==> src/rtl/power_fail_pkg.sv <==
// Behaviour
// - Hold the core in reset while the supply sits below the reset threshold.
// - After supply recovery count 65,536 clocks, then release the core at 0000h.
// - Enabled early-warning supply drop requests an interrupt vectoring to 0033h.
// - Power-fail interrupt outranks every other source, high priority ones too.
// - Writing 1 to the enable bit enables the warning interrupt, 0 disables it.
// - Warning sets the power-fail flag regardless of enable; it stays until cleared.
// - Drive reset output low on external, watchdog, oscillator-fail or power-fail reset.
// - Long resets last 65,536 clocks, external under 1.25, watchdog 2 machine cycles.
// - Global interrupt enable does not gate the power-fail interrupt request.
// - Power-on flag writes count only in three-cycle window after AAh, 55h to C7h.
`default_nettype none

package power_fail_pkg;

	localparam int unsigned CLOCK_PERIOD_NS          = 5;
	localparam int unsigned POR_CYCLES               = 65536;
	localparam int unsigned CLOCKS_PER_MACHINE_CYCLE = 4;
	localparam int unsigned WDT_RESET_MACHINE_CYCLES = 2;
	localparam int unsigned WDT_RESET_CYCLES         = WDT_RESET_MACHINE_CYCLES * CLOCKS_PER_MACHINE_CYCLE;
	localparam int unsigned TA_WINDOW_CYCLES         = 3;

	localparam logic [7:0]  TA_ADDR            = 8'hC7;
	localparam logic [7:0]  TA_KEY_FIRST       = 8'hAA;
	localparam logic [7:0]  TA_KEY_SECOND      = 8'h55;
	localparam logic [15:0] RESET_VECTOR       = 16'h0000;
	localparam logic [15:0] WARNING_IRQ_VECTOR = 16'h0033;

	typedef enum logic [1:0] {
		ST_HOLD  = 2'b00,
		ST_LONG  = 2'b01,
		ST_RUN   = 2'b10,
		ST_SHORT = 2'b11
	} seq_state_e;

	typedef struct packed {
		logic ext;
		logic wdt;
		logic osc;
	} reset_req_s;

	typedef struct packed {
		logic        req;
		logic [15:0] vector;
	} irq_req_s;

	typedef struct packed {
		logic       write;
		logic [7:0] addr;
		logic [7:0] data;
	} sfr_write_s;

endpackage : power_fail_pkg

`default_nettype wire

==> src/rtl/level_sync.sv <==
`timescale 1ns/10ps
`default_nettype none

module level_sync #(
	parameter int unsigned WIDTH = 2
) (
	// Clock and reset
	input  wire logic             clk_i,
	input  wire logic             reset_i,
	// Asynchronous levels in, synchronised levels out
	input  wire logic [WIDTH-1:0] async_i,
	output var  logic [WIDTH-1:0] sync_o
);

	genvar i;
	generate
		for (i = 0; i < WIDTH; i++) begin : g_bit
			logic meta;
			always_ff @(posedge clk_i) begin
				if (reset_i) begin
					meta      <= 1'b0;
					sync_o[i] <= 1'b0;
				end else begin
					meta      <= async_i[i];
					sync_o[i] <= meta;
				end
			end
		end
	endgenerate

endmodule : level_sync

`default_nettype wire

==> src/rtl/power_fail_reset_sequencer.sv <==
`timescale 1ns/10ps
`default_nettype none

module power_fail_reset_sequencer #(
	parameter int unsigned POR_CYCLES = power_fail_pkg::POR_CYCLES
) (
	// Clock and reset
	input  wire logic                     clk_i,
	input  wire logic                     reset_i,
	// Supply comparators, asynchronous
	input  wire logic                     supply_ok_i,
	input  wire logic                     supply_warning_i,
	// Reset sources from neighbouring blocks
	input  wire power_fail_pkg::reset_req_s reset_req_i,
	// Software control bits
	input  wire logic                     power_fail_irq_enable_write_i,
	input  wire logic                     power_fail_irq_enable_data_i,
	input  wire logic                     power_fail_flag_clear_i,
	input  wire power_fail_pkg::sfr_write_s sfr_write_i,
	input  wire logic                     power_on_flag_write_i,
	input  wire logic                     power_on_flag_data_i,
	// Other interrupt sources, already arbitrated
	input  wire power_fail_pkg::irq_req_s other_irq_i,
	input  wire logic                     global_irq_enable_i,
	// Core control
	output var  logic                     core_reset_o,
	output var  logic [15:0]              core_start_addr_o,
	output var  logic                     reset_output_low_n_o,
	// Interrupt request to the core
	output var  power_fail_pkg::irq_req_s irq_o,
	// Status bits
	output var  logic                     power_fail_irq_enable_o,
	output var  logic                     power_fail_warning_flag_o,
	output var  logic                     power_on_flag_o
);

	import power_fail_pkg::*;

	localparam int unsigned CNT_W     = $clog2(POR_CYCLES + 1);
	localparam int unsigned TA_W      = $clog2(TA_WINDOW_CYCLES + 1);
	localparam logic [CNT_W-1:0] LONG_LOAD  = CNT_W'(POR_CYCLES - 1);
	localparam logic [CNT_W-1:0] SHORT_LOAD = CNT_W'(WDT_RESET_CYCLES - 1);
	localparam logic [TA_W-1:0]  TA_LOAD    = TA_W'(TA_WINDOW_CYCLES);

	// Comparator levels cross in through two flops
	logic [1:0] comp_sync;
	level_sync #(
		.WIDTH (2)
	) u_comp_sync (
		.clk_i   (clk_i),
		.reset_i (reset_i),
		.async_i ({supply_warning_i, supply_ok_i}),
		.sync_o  (comp_sync)
	);

	wire logic supply_ok      = comp_sync[0];
	wire logic supply_warning = comp_sync[1];

	// Sequencer state
	seq_state_e       state;
	seq_state_e       next_state;
	logic [CNT_W-1:0] count;
	logic [CNT_W-1:0] next_count;
	logic             next_por_event;

	always_comb begin
		next_state     = state;
		next_count     = count;
		next_por_event = 1'b0;
		case (state)
			ST_HOLD: begin
				if (supply_ok) begin
					next_state     = ST_LONG;
					next_count     = LONG_LOAD;
					next_por_event = 1'b1;
				end
			end
			ST_LONG: begin
				if (reset_req_i.osc) begin
					next_count = LONG_LOAD;
				end else if (count == '0) begin
					next_state = ST_RUN;
				end else begin
					next_count = count - 1'b1;
				end
			end
			ST_RUN: begin
				// Pulses come from logic on this clock, so no synchroniser
				if (reset_req_i.osc) begin
					next_state = ST_LONG;
					next_count = LONG_LOAD;
				end else if (reset_req_i.wdt) begin
					next_state = ST_SHORT;
					next_count = SHORT_LOAD;
				end else if (reset_req_i.ext) begin
					next_state = ST_SHORT;
					next_count = '0;
				end
			end
			ST_SHORT: begin
				if (reset_req_i.osc) begin
					next_state = ST_LONG;
					next_count = LONG_LOAD;
				end else if (reset_req_i.wdt) begin
					next_count = SHORT_LOAD;
				end else if (reset_req_i.ext) begin
					// External reset stretches nothing beyond its own level
					next_count = '0;
				end else if (count == '0) begin
					next_state = ST_RUN;
				end else begin
					next_count = count - 1'b1;
				end
			end
			default: begin
				next_state = ST_HOLD;
				next_count = '0;
			end
		endcase
		// Supply loss overrides every other source
		if (!supply_ok) begin
			next_state = ST_HOLD;
			next_count = '0;
		end
	end

	wire logic next_in_reset = (next_state != ST_RUN);

	always_ff @(posedge clk_i) begin
		if (reset_i) begin
			state                <= ST_HOLD;
			count                <= '0;
			core_reset_o         <= 1'b1;
			reset_output_low_n_o <= 1'b0;
			core_start_addr_o    <= RESET_VECTOR;
		end else begin
			state                <= next_state;
			count                <= next_count;
			core_reset_o         <= next_in_reset;
			reset_output_low_n_o <= !next_in_reset;
			core_start_addr_o    <= RESET_VECTOR;
		end
	end

	// Timed-access unlock sequence
	logic            ta_armed;
	logic [TA_W-1:0] ta_window;

	wire logic ta_hit        = sfr_write_i.write && (sfr_write_i.addr == TA_ADDR);
	wire logic ta_first      = ta_hit && (sfr_write_i.data == TA_KEY_FIRST);
	wire logic ta_second     = ta_hit && ta_armed && (sfr_write_i.data == TA_KEY_SECOND);
	wire logic ta_open       = (ta_window != '0);
	wire logic por_write_ok  = power_on_flag_write_i && ta_open;

	logic            next_ta_armed;
	logic [TA_W-1:0] next_ta_window;

	always_comb begin
		next_ta_armed  = ta_armed;
		next_ta_window = ta_window;
		if (ta_open) begin
			next_ta_window = ta_window - 1'b1;
		end
		if (sfr_write_i.write) begin
			// Any write between the two keys breaks the sequence
			next_ta_armed = ta_first;
		end
		if (ta_second) begin
			next_ta_window = TA_LOAD;
		end else if (por_write_ok) begin
			// One protected write per unlock
			next_ta_window = '0;
		end
	end

	always_ff @(posedge clk_i) begin
		if (reset_i) begin
			ta_armed  <= 1'b0;
			ta_window <= '0;
		end else begin
			ta_armed  <= next_ta_armed;
			ta_window <= next_ta_window;
		end
	end

	// Power-on flag, hardware set wins over a protected write
	logic next_power_on_flag;
	assign next_power_on_flag = next_por_event ? 1'b1 :
	                            por_write_ok ? power_on_flag_data_i :
	                            power_on_flag_o;

	// Warning flag, sticky; a warning in the clear cycle keeps it set
	logic next_warning_flag;
	assign next_warning_flag = supply_warning ? 1'b1 :
	                           power_fail_flag_clear_i ? 1'b0 :
	                           power_fail_warning_flag_o;

	logic next_irq_enable;
	assign next_irq_enable = power_fail_irq_enable_write_i ? power_fail_irq_enable_data_i
	                                                       : power_fail_irq_enable_o;

	// Interrupt selection; the power-fail request skips the global enable
	wire logic pf_req    = next_irq_enable && next_warning_flag;
	wire logic other_req = other_irq_i.req && global_irq_enable_i;

	irq_req_s next_irq;
	assign next_irq.req    = pf_req || other_req;
	assign next_irq.vector = pf_req ? WARNING_IRQ_VECTOR :
	                         other_req ? other_irq_i.vector : 16'h0000;

	always_ff @(posedge clk_i) begin
		if (reset_i) begin
			power_on_flag_o           <= 1'b0;
			power_fail_warning_flag_o <= 1'b0;
			power_fail_irq_enable_o   <= 1'b0;
			irq_o                     <= '0;
		end else begin
			power_on_flag_o           <= next_power_on_flag;
			power_fail_warning_flag_o <= next_warning_flag;
			power_fail_irq_enable_o   <= next_irq_enable;
			irq_o                     <= next_irq;
		end
	end

endmodule : power_fail_reset_sequencer

`default_nettype wire

==> config.mk <==
export PLATFORM = sky130hd
export DESIGN_NAME = power_fail_reset_sequencer
export DESIGN_NICKNAME = d
export VERILOG_FILES = /design/src/rtl/power_fail_pkg.sv /design/src/rtl/level_sync.sv /design/src/rtl/power_fail_reset_sequencer.sv
export SDC_FILE = /design/constraint.sdc
export NUM_CORES = 1
export LEC_CHECK = 0
export BUFFER_PORTS_ARGS = -buffer_cell sky130_fd_sc_hd__buf_2
export CORE_UTILIZATION = 33
export DETAILED_ROUTE_END_ITERATION = 7
export PLACE_DENSITY_LB_ADDON = 0.2
export SLEW_MARGIN = 30
export SYNTH_ARGS = -nofsm -noshare
export SYNTH_HDL_FRONTEND = slang
export SYNTH_SLANG_ARGS = --single-unit
==> constraint.sdc <==
create_clock -name clk_i -period 4.5 [get_ports clk_i]
set_input_delay 0.225 -clock clk_i [delete_from_list [all_inputs] [get_ports clk_i]]
set_output_delay 0.225 -clock clk_i [all_outputs]
set_load 0.02 [all_outputs]
### Yosys cells after proc, flatten, opt, wreduce, memory -nomap -nowiden

Index checks and enable logic that the tools add are counted.

* logic and storage cells: 75
* output and inout port bits: 38
* input port bits: 47
* register bits after elaboration: 48

* equal/unequal tests: 8
* muxes and demuxes: 31
* reductions and logical operators: 16
* bitwise logic cells: 2
* $add $sub $neg: 2

Operators by type and width (number)
* 2-to-1 mux 17 bit: 8
* case mux 17 bit (4 select lines): 1
* 2-to-1 mux 2 bit: 12
* zero test 17 bit: 1
* subtractor 17 x 1 -> 17 bit, second input constant: 1
* == test 8 bit, second input constant: 2
* 2-to-1 mux 6 bit: 2
* == test 8 x 7 -> 1 bit, second input constant: 1
* case mux 2 bit (4 select lines): 1
* logical AND 1 bit: 7
* 2-to-1 mux 1 bit: 7
* == test 2 bit, second input constant: 2
* inequality test 4 bit, second input constant: 1
* nonzero test 2 bit: 2
* nonzero test 3 bit: 1
* OR reduction 3 bit: 1
* == test 2 x 1 -> 1 bit, second input constant: 1
* zero test 2 bit: 1
* inequality test 2 bit, second input constant: 1
* NOT 1 bit: 2
* OR reduction 2 bit: 1
* subtractor 2 x 1 -> 2 bit, second input constant: 1
* zero test 1 bit: 1
* logical OR 1 bit: 1

### Longest topological paths before layout

Gate-level depths: netlist of run 1.

* depth in word-level cells: 9
* gate-level depth with buffers: 8
* depth with buffers taken out: 6

### Cells and area by module

From an unflattened synthesis of run 1, not the netlist that was laid out.

* cells, all modules: 252
* area, all modules: 2311.0 µm²

Modules (own cells, without submodules)
* power_fail_reset_sequencer: times used 1, area an instance 2205.9 µm², seq. area each 880.8 µm², cells each 244
* level_sync: times used 1, area an instance 105.1 µm², seq. area each 80.1 µm², cells each 8

### Worst setup path before layout of run 1

OpenSTA, ideal clock, no wires.

* path type: register to register
* start: register count[2]
* end: register count[1]
* data arrival time: 1820 ps
* setup time: 95 ps
* cell stages (with the launch flop): 7
* slack: 2585 ps
* required time: 4405 ps
* clock period less this slack: 1915 ps
* path buffers: 1
* cells stage by stage: dfxtp_1 nor4_4 and4b_1 nor2b_4 buf_6 mux2_2 a221oi_1

* word-level cells in the longest chain between the ends: 6

Ends and longest elaborated chain
* start: declaration: RTL line power_fail_reset_sequencer.sv:62 `logic [CNT_W-1:0] count;`
* start signal: assignment: RTL line power_fail_reset_sequencer.sv:138 `count <= next_count;`
* zero test 17 bit (*): RTL line power_fail_reset_sequencer.sv:81, power_fail_reset_sequencer.sv:109
* 2-to-1 mux 17 bit (*)
* 2-to-1 mux 17 bit (3 in series)
* case mux 17 bit (4 select lines) (*)

Mark *: on every way between the ends. The rest lies on a longest branch, timed or not.
A chain may end at the register's enable or synchronous reset.

### Final worst setup path of run 1

Same ends and word-level chain as after synthesis.

==> flow_summary.ini, run 1 <==
[outcome]
status = complete, but fails checks
violations = design-rule violations

[sta]
fin_skew_ps = 9.87
period_share_pct = 47.3
worst_pin_slew_ps = 755
fin_ws_ps = 2370
rsz0062_at_grt = false
slew_viol_final = 0
slew_headroom_pct = 49.5
finalSetupTns_ps = 0
finalHoldViolCount = 0
fmax_mhz = 470
period_minus_slack_ps = 2130
hold_slack_ps = 105
setup_viol = 0

[cells_and_area]
fin_util_pct = 41.3
multiInputGateArea_um2 = 1120
nNetsFinal = 361
fillers = 648
antennaDiodeCount = 0
regArea_um2 = 961
layout.cells.non_filler = 390
drive_gt1_share_pct = 27.5
area.growth.synth_to_final_pct = 20.0

[clock_network]
clockBufferDepth = 2
cts_resized = 0
clock_latency_ps = 300
clk_pin_slew_ps = 100
hold_buffers = 0
cts_tree = built
cts_setup_buffers = 0
cts_root_buf = clkbuf_8
h-tree-depth = 2
clkSinkCount = 48
cts_made_buffers = 5

[grt]
grtUsageTotal_pct = 13.1
grt.overflow.total = 0
grt_pass1_wl_um = 7540
grt_max_degree = 18
grt_pass1_vias = 1773
antenna_found_initial = 0

[floorplan]
dieHeight_um = 83.8
fp.dieArea_um2 = 7030
rows = 29
core_um2 = 6420
ios = 85
die_w_um = 83.8
initial_core_util_pct = 34.4

[route]
vias = 1942
wl_per_cell_um = 11.6
dr.pass1.iters = 6
drc = 4
drt-total-wl_um = 4520
antenna_left = 0
dr.first_iter.drc_count = 107
viasPerCell = 4.98

[critical_path]
worst-path-max-fanout = 9
crit_type = register to register
cp_top_family = simple AND/OR/NAND/NOR gates
crit_arrival_ps = 2340
worst_ep_required_time_ps = 4710
cp_slowest_cell = nor4_4
worst-path-stages = 5
timing.reg2reg.worst_path_depth = 5
crit_buf_inv = 0
cpPeakStageDelay_ps = 410
worst_setup_path_end_kind = register
cp_cell_sequence = nor4_4 -> and4b_1 -> nor2b_4 -> mux2_2 -> a221oi_1
start_kind = register

[logic_synthesis]
synth_cell_types = 53
avgSynthCellArea_um2 = 9.06
synth-edff-count = 0
synth-seq-cells = 48
synthFlopType = dfxtp_1
ys_seq_area_share_pct = 43.5
synth_area_um2 = 2210
async_flop_share_pct = 0
netlist_instances = 244
synthesis.yosys.warnings = 0

[run]
max-cap-violations = 0

[min_path]
hold_depth = 2
holdCritPathClass = input port to register

[place]
port-buffer-count = 68
gp_congestion = 0.784
dp_cells = 382
place_ws_ps = 2380
dp_hpwl_um = 3380

[pwr]
power_density_nw_per_um2 = 317
ir_drop_mv = 0.161
p_leak_nw = 1.19
-- final cells by class --
type | count | share of cell area [%]
Multi-Input combinational cell | 181 | 42.4
Sequential cell | 48 | 36.2
Timing Repair Buffer | 69 | 13.1
Tap cell | 77 | 3.63
Clock buffer | 5 | 2.60
Clock inverter | 3 | 0.991
Inverter | 7 | 0.991
-- power by group --
part           total [mW]  internal (mW)  switching [mW]
clock               0.268          0.114           0.154
sequential          0.448          0.438         0.00915
combinational       0.125         0.0537          0.0717
total               0.841          0.607           0.234
-- cells in the mapped netlist, types with 5 or more instances --
library cell / n / share of area, %
a21o_1: 5 / 1.7
a21oi_1: 20 / 4.5
and2_1: 13 / 3.7
buf_4: 16 / 5.4
clkbuf_1: 6 / 1.0
dfxtp_1: 48 / 43
inv_1: 7 / 1.2
nand2_1: 7 / 1.2
nand3_1: 6 / 1.4
nor2_1: 21 / 3.6
nor2b_1: 7 / 2.0
nor3_1: 11 / 2.5
nor4_1: 5 / 1.4
o21ai_0: 11 / 2.5
-- per-stage QoR --
stage,instance area (µm²),total power [mW]
floorplan,2270,0.556
global placement,2560,0.583
detailed placement,2560,0.583
CTS,2650,0.855
global route,2650,0.885
finish,2650,0.841
-- cells in the final DEF (no fill, tap or decap), drive strengths merged, types with 2 or more instances in the layout --
cell type	instances
a211oi	3
a21o	5
a21oi	20
a221oi	2
a311oi	2
and2	13
and3	2
and4b	2
buf	69
clkbuf	5
conb	16
dfxtp	48
ha	2
inv	9
mux2i	2
nand2	7
nand2b	4
nand3	6
nand4	2
nand4b	2
nor2	21
nor2b	8
nor3	11
nor3b	2
nor4	6
nor4bb	4
o21a	4
o21ai	13
o21bai	2
o311a	3
xnor2	2
-- logic make-up after synthesis --
family	synth area share, %
fa+ha+maj	1.13
xor+xnor	0.793
compound gates	19.6
mux	1.42
simple gates	25.2
other cells	0.170
flops	43.5
buf+inv	8.15
-- worst paths after layout --
check	startpoint	end	slack, ps
worst min-delay path	other_irq_i[5]	irq_o[5]	110
worst min register to register	u_comp_sync.g_bit[1].meta	u_comp_sync.sync_o[1]	450
worst max register to register	count[2]	count[1]	2370
worst max-delay path	count[2]	count[1]	2370
-- metal layers --
metal / wire (µm) / share of wire, % / vias up / global-route usage [%]
li1: - / - / 994 / -
met1: 2050 / 45 / 862 / 15.8
met2: 2090 / 46 / 82 / 21.5
met3: 327 / 7.2 / 4 / 3.86
met4: 45 / 1.0 / 0 / 6.27
met5: 0 / 0 / - / 0
-- registers in the layout (all words and copies together), names as in the netlist --
name and flops:
core_reset_o 1, state 2, power_on_flag_o 1, u_comp_sync.g_bit.meta 2, reset_output_low_n_o 1, ta_armed 1, power_fail_irq_enable_o 1, u_comp_sync.sync_o 2
count 17, irq_o 17, power_fail_warning_flag_o 1, ta_window 2
No activity file was read; power rests on OpenSTA's default activity.
==> run 2: changes to the inputs <==
==> constraint.sdc (replaced) <==
create_clock -name clk_i -period 2.1 [get_ports clk_i]
set_input_delay 0.105 -clock clk_i [delete_from_list [all_inputs] [get_ports clk_i]]
set_output_delay 0.105 -clock clk_i [all_outputs]
set_load 0.02 [all_outputs]
==> run 2 against run 1 <==
Against the previous run:
- the flow still finishes with violations (design-rule violations)
- sequential share of layout area decreased by 2.6 points
- via count grew 4.9%
- design area grew 7.9%
- total power rose by 120%
- final cell count grew 5.6%
- sequential cell count did not move
- count of clock-buffer cells in the layout is the same
- register-to-register slack lost 2100 ps
- sequential power grew 110%
- worst hold slack got worse by 47 ps
- global-route usage is 1.7 points higher
- routed wire length rose by 11%
- critical endpoint unchanged
==> flow_summary.ini, run 2 (synthesis results as in run 1) <==
[clock_network]
cts_resized = 0
cts_setup_buffers = 0
hold_buffers = 18
cts_tree = built
clock_latency_ps = 310
h-tree-depth = 2
cts_root_buf = clkbuf_8
cts_made_buffers = 5
clkSinkCount = 48
clockBufferDepth = 2
clk_pin_slew_ps = 90

[floorplan]
die_w_um = 83.8
fp.dieArea_um2 = 7030
ios = 85
initial_core_util_pct = 34.4
dieHeight_um = 83.8
core_um2 = 6420
rows = 29

[sta]
slew_headroom_pct = 59.6
rsz0062_at_grt = false
hold_slack_ps = 57.9
setup_viol = 0
fmax_mhz = 537
finalHoldViolCount = 0
period_minus_slack_ps = 1860
slew_viol_final = 0
fin_skew_ps = 7.30
finalSetupTns_ps = 0
worst_pin_slew_ps = 604
fin_ws_ps = 237
period_share_pct = 88.7

[run]
max-cap-violations = 0

[route]
dr.pass1.iters = 7
drt-total-wl_um = 5040
antenna_left = 0
dr.first_iter.drc_count = 119
drc = 4
vias = 2037
viasPerCell = 4.94
wl_per_cell_um = 12.2

[grt]
antenna_found_initial = 0
grt.overflow.total = 0
grt_pass1_wl_um = 8520
grt_max_degree = 18
grt_pass1_vias = 1919
grtUsageTotal_pct = 14.9

[critical_path]
start_kind = register
worst_setup_path_end_kind = register
worst_ep_required_time_ps = 2310
crit_arrival_ps = 2070
worst-path-max-fanout = 7
crit_type = register to register

[cells_and_area]
final_cell_area_um2 = 2860
area.growth.synth_to_final_pct = 29.4
drive_gt1_share_pct = 26.9
fillers = 622
antennaDiodeCount = 0
top_regs = count x17, irq_o x17
regArea_um2 = 961
final_cell_mix = buf_2 (68), dfxtp_1 (48), nor2_1 (21)
multiInputGateArea_um2 = 1120
final_common_cell = buf_2
nNetsFinal = 383

[place]
place_ws_ps = 264
dp_hpwl_um = 3500
port-buffer-count = 68
placed_area_um2 = 2590
gp_congestion = 0.782

[outcome]
violations = design-rule violations
status = complete, but fails checks

[pwr]
ir_drop_mv = 0.276
p_leak_nw = 1.28
power_density_nw_per_um2 = 648

[min_path]
holdCritPathClass = input port to register
==> run 2: layer usage <==
metal,vias to the layer above,part of all wire [%],GRT usage [%]
met5,-,0,0
met4,0,1.4,4.86
met3,8,6.7,4.35
met2,75,46,24.8
met1,927,46,18.3
li1,1027,-,-
==> run 2: where the power goes <==
group | total (mW) | internal [mW] | switching, mW
combinational | 0.308 | 0.144 | 0.164
clock | 0.587 | 0.243 | 0.344
sequential | 0.959 | 0.940 | 0.0195
==> run 2: area by class of cell <==
class	count	share of cell area [%]
flip-flops and latches	48	33.6
multi-input cells	181	39.3
repair buffers	91	19.5
well taps	77	3.37
clock buffers	5	2.41
inverters	7	0.919
clock inverters	3	0.875
==> run 2: path summary, 6_finish.rpt <==
| check | slack (ps) | from | depth (start not counted) | end |
|---|---|---|---|---|
| max | 240 | count[2] | 5 | count[1] |
| min | 60 | reset_req_i[0] | 2 | reset_output_low_n_o |
| max reg2reg | 240 | count[2] | 5 | count[1] |
| min reg2reg | 450 | u_comp_sync.g_bit[1].meta | 1 | u_comp_sync.sync_o[1] |
==> run 2: metrics by stage <==
step,power (mW),std cells,utilization [%]
5_1_grt,1.95,412,44.5
3_5_place_dp,1.26,386,40.3
3_3_place_gp,1.26,386,40.3
4_1_cts,1.88,412,44.5
6_report,1.85,412,44.5
2_1_floorplan,1.19,259,-
==> run 2: worst max-delay path, cell delays in order (launching register included) <==
cell      delay [ps]
dfxtp_1          400
nor4_4           310
and4b_1          290
nor2b_4          180
mux2_2           330
a221oi_1         270
==> run 3: changes to the inputs <==
--- a/config.mk
+++ b/config.mk
@@ -12,4 +12,5 @@
 export SLEW_MARGIN = 30
 export SYNTH_ARGS = -nofsm -noshare
 export SYNTH_HDL_FRONTEND = slang
+export SYNTH_HIERARCHICAL = 1
 export SYNTH_SLANG_ARGS = --single-unit
==> run 3 against run 2 <==
Against the previous run:
- the run now ends clean
- total power rose by 4.7%
- first-iteration DRC count decreased by 20%
- sequential share of layout area is 3.0 points lower
- synthesized area up 4.6%
- register-to-register slack got worse by 220 ps
- clock power is 2% higher
- clock skew fell by 3.2 ps
- critical path type unchanged
- largest cell class unchanged
- largest power group unchanged
==> flow_summary.ini, run 3 <==
[sta]
finalHoldViolCount = 0
slew_headroom_pct = 64.2
worst_pin_slew_ps = 532
period_share_pct = 99.2
fin_skew_ps = 4.15
period_minus_slack_ps = 2080
fin_ws_ps = 16.0
finalSetupTns_ps = 0
setup_viol = 0
fmax_mhz = 480
slew_viol_final = 0
rsz0062_at_grt = true

[pwr]
power_frac_seq_pct = 49.1
p_switching_uw = 545
p_leak_nw = 1.44
p_clk_share_pct = 30.7
power.internal_mw = 1.40
combPwrFrac_pct = 20.2
power_density_nw_per_um2 = 618
swShare_pct = 28.1
ir_drop_mv = 0.378

[cells_and_area]
final_cell_area_um2 = 3140
drive_gt1_share_pct = 34.8
nNetsFinal = 407
regArea_um2 = 962
layout.cells.non_filler = 455
multiInputGateArea_um2 = 1230
top_regs = count x17, irq_o x17
antennaDiodeCount = 0
area.growth.synth_to_final_pct = 36.0
final_cell_mix = buf_2 (68), dfxtp_1 (47), buf_4 (25)
final_common_cell = buf_2
fillers = 665

[outcome]
status = finished, final reports clean

[route]
dr.pass1.iters = 4
dr.first_iter.drc_count = 95
vias = 2104
viasPerCell = 4.62
drt-total-wl_um = 5470
antenna_left = 0
drc = 0
wl_per_cell_um = 12.0

[critical_path]
crit_type = register to register
worst_setup_path_end_kind = register
start_kind = register
worst-path-max-fanout = 7
crit_arrival_ps = 2320
worst_ep_required_time_ps = 2340

[logic_synthesis]
synth-edff-count = 0
avgSynthCellArea_um2 = 9.17
yosysTopAreaCellShare_pct = 41.6
synth_cell_types = 54
synthFlopType = dfxtp_1
synth_area_leaders = dfxtp_1 (42%), buf_4 (5.8%), a21oi_1 (4.5%)
async_flop_share_pct = 0
synth_most_common_cell = dfxtp_1
synth-seq-cells = 48
ys_top_cells_by_count = dfxtp_1 (48), a21oi_1 (21), buf_4 (18)
synth_area_um2 = 2310
netlist_instances = 252
synth_top_area_cell = dfxtp_1
synthesis.yosys.warnings = 6
ys_seq_area_share_pct = 41.6

[clock_network]
clockBufferDepth = 2
cts_made_buffers = 5
h-tree-depth = 2
clock_latency_ps = 300
cts_setup_buffers = 0
cts_root_buf = clkbuf_8
clk_pin_slew_ps = 90
cts_tree = built
clkSinkCount = 48

[floorplan]
fp.dieArea_um2 = 7340
dieHeight_um = 85.7
die_w_um = 85.7
initial_core_util_pct = 34.0
ios = 85
rows = 30
core_um2 = 6790

[grt]
grtUsageTotal_pct = 16.3
grt_pass1_vias = 2081
grt_max_degree = 19
antenna_found_initial = 0
grt_pass1_wl_um = 9600
grt.overflow.total = 0

[place]
dp_hpwl_um = 3830
dp_cells = 430
place_ws_ps = -58.4
gp_congestion = 0.748
placed_area_um2 = 2820
port-buffer-count = 68

[run]
max-cap-violations = 0

[min_path]
holdCritPathClass = input port to register
-- run 3: cells by family after synthesis --
logic type | share of synthesized area (%)
XOR/XNOR | 0.758
adder cells (fa/ha/maj) | 1.08
AND/OR/NAND/NOR | 26.1
other | 0.162
multiplexers | 2.27
flip-flops | 41.6
AO/OA/AOI/OAI | 18.1
buffers and inverters | 9.91
-- run 3: final timing paths --
check | from | end | slack [ps] | depth (start not counted)
worst max-delay path | count[0] | count[7] | 20 | 5
worst max register to register | count[0] | count[7] | 20 | 5
worst min register to register | u_comp_sync/g_bit[0].meta | u_comp_sync/sync_o[0] | 450 | 1
worst min-delay path | supply_ok_i | u_comp_sync/g_bit[0].meta | 10 | 2
-- run 3: repair_timing --
action	4_1_cts	5_1_grt
setup endpoints to repair	5	13
pin swaps	0	1
resized for setup	1	11
hold endpoints to repair	17	0
hold buffers	17	0
cloned	0	0
-- run 3: cell type report --
cell class                      count  share of cell area, %
Tap cell                           96                   3.82
Timing Repair Buffer              111                   22.6
Multi-Input combinational cell    185                   39.1
Clock buffer                        6                   2.63
Inverter                            7                  0.836
Sequential cell                    48                   30.6
Clock inverter                      2                  0.438
-- run 3: power groups by stage --
stage | clock (mW) | sequential, mW | combinational (mW)
after detailed placement | 0 | 0.973 | 0.346
after global routing | 0.660 | 0.957 | 0.435
after global placement | 0 | 0.973 | 0.344
after CTS | 0.626 | 0.953 | 0.374
after floorplan | 0 | 0.993 | 0.224
final | 0.596 | 0.953 | 0.393
-- run 3: per-layer routing --
layer | part of all wire, % | GRT usage, % | vias up
met5 | 0 | 0 | -
met4 | 1.0 | 4.70 | 0
met3 | 5.6 | 3.95 | 6
li1 | - | - | 1093
met1 | 47 | 20.8 | 935
met2 | 47 | 27.3 | 70
-- run 3: worst max-delay path, cell delays in order, from the launching register on --
cell and delay (ps):
dfxtp_2 340, or4_4 530, or4_4 480, or3_4 350
a21o_1 190, a21oi_2 130
-- run 3: metrics by stage --
stage | util (%) | power [mW] | hold WS (ps)
6_report | 46.2 | 1.94 | 13.2
5_1_grt | 46.2 | 2.05 | 41.0
4_1_cts | 45.5 | 1.95 | 1.38
3_5_place_dp | 41.6 | 1.32 | 302
3_3_place_gp | 41.6 | 1.32 | 299
2_1_floorplan | - | 1.22 | 177
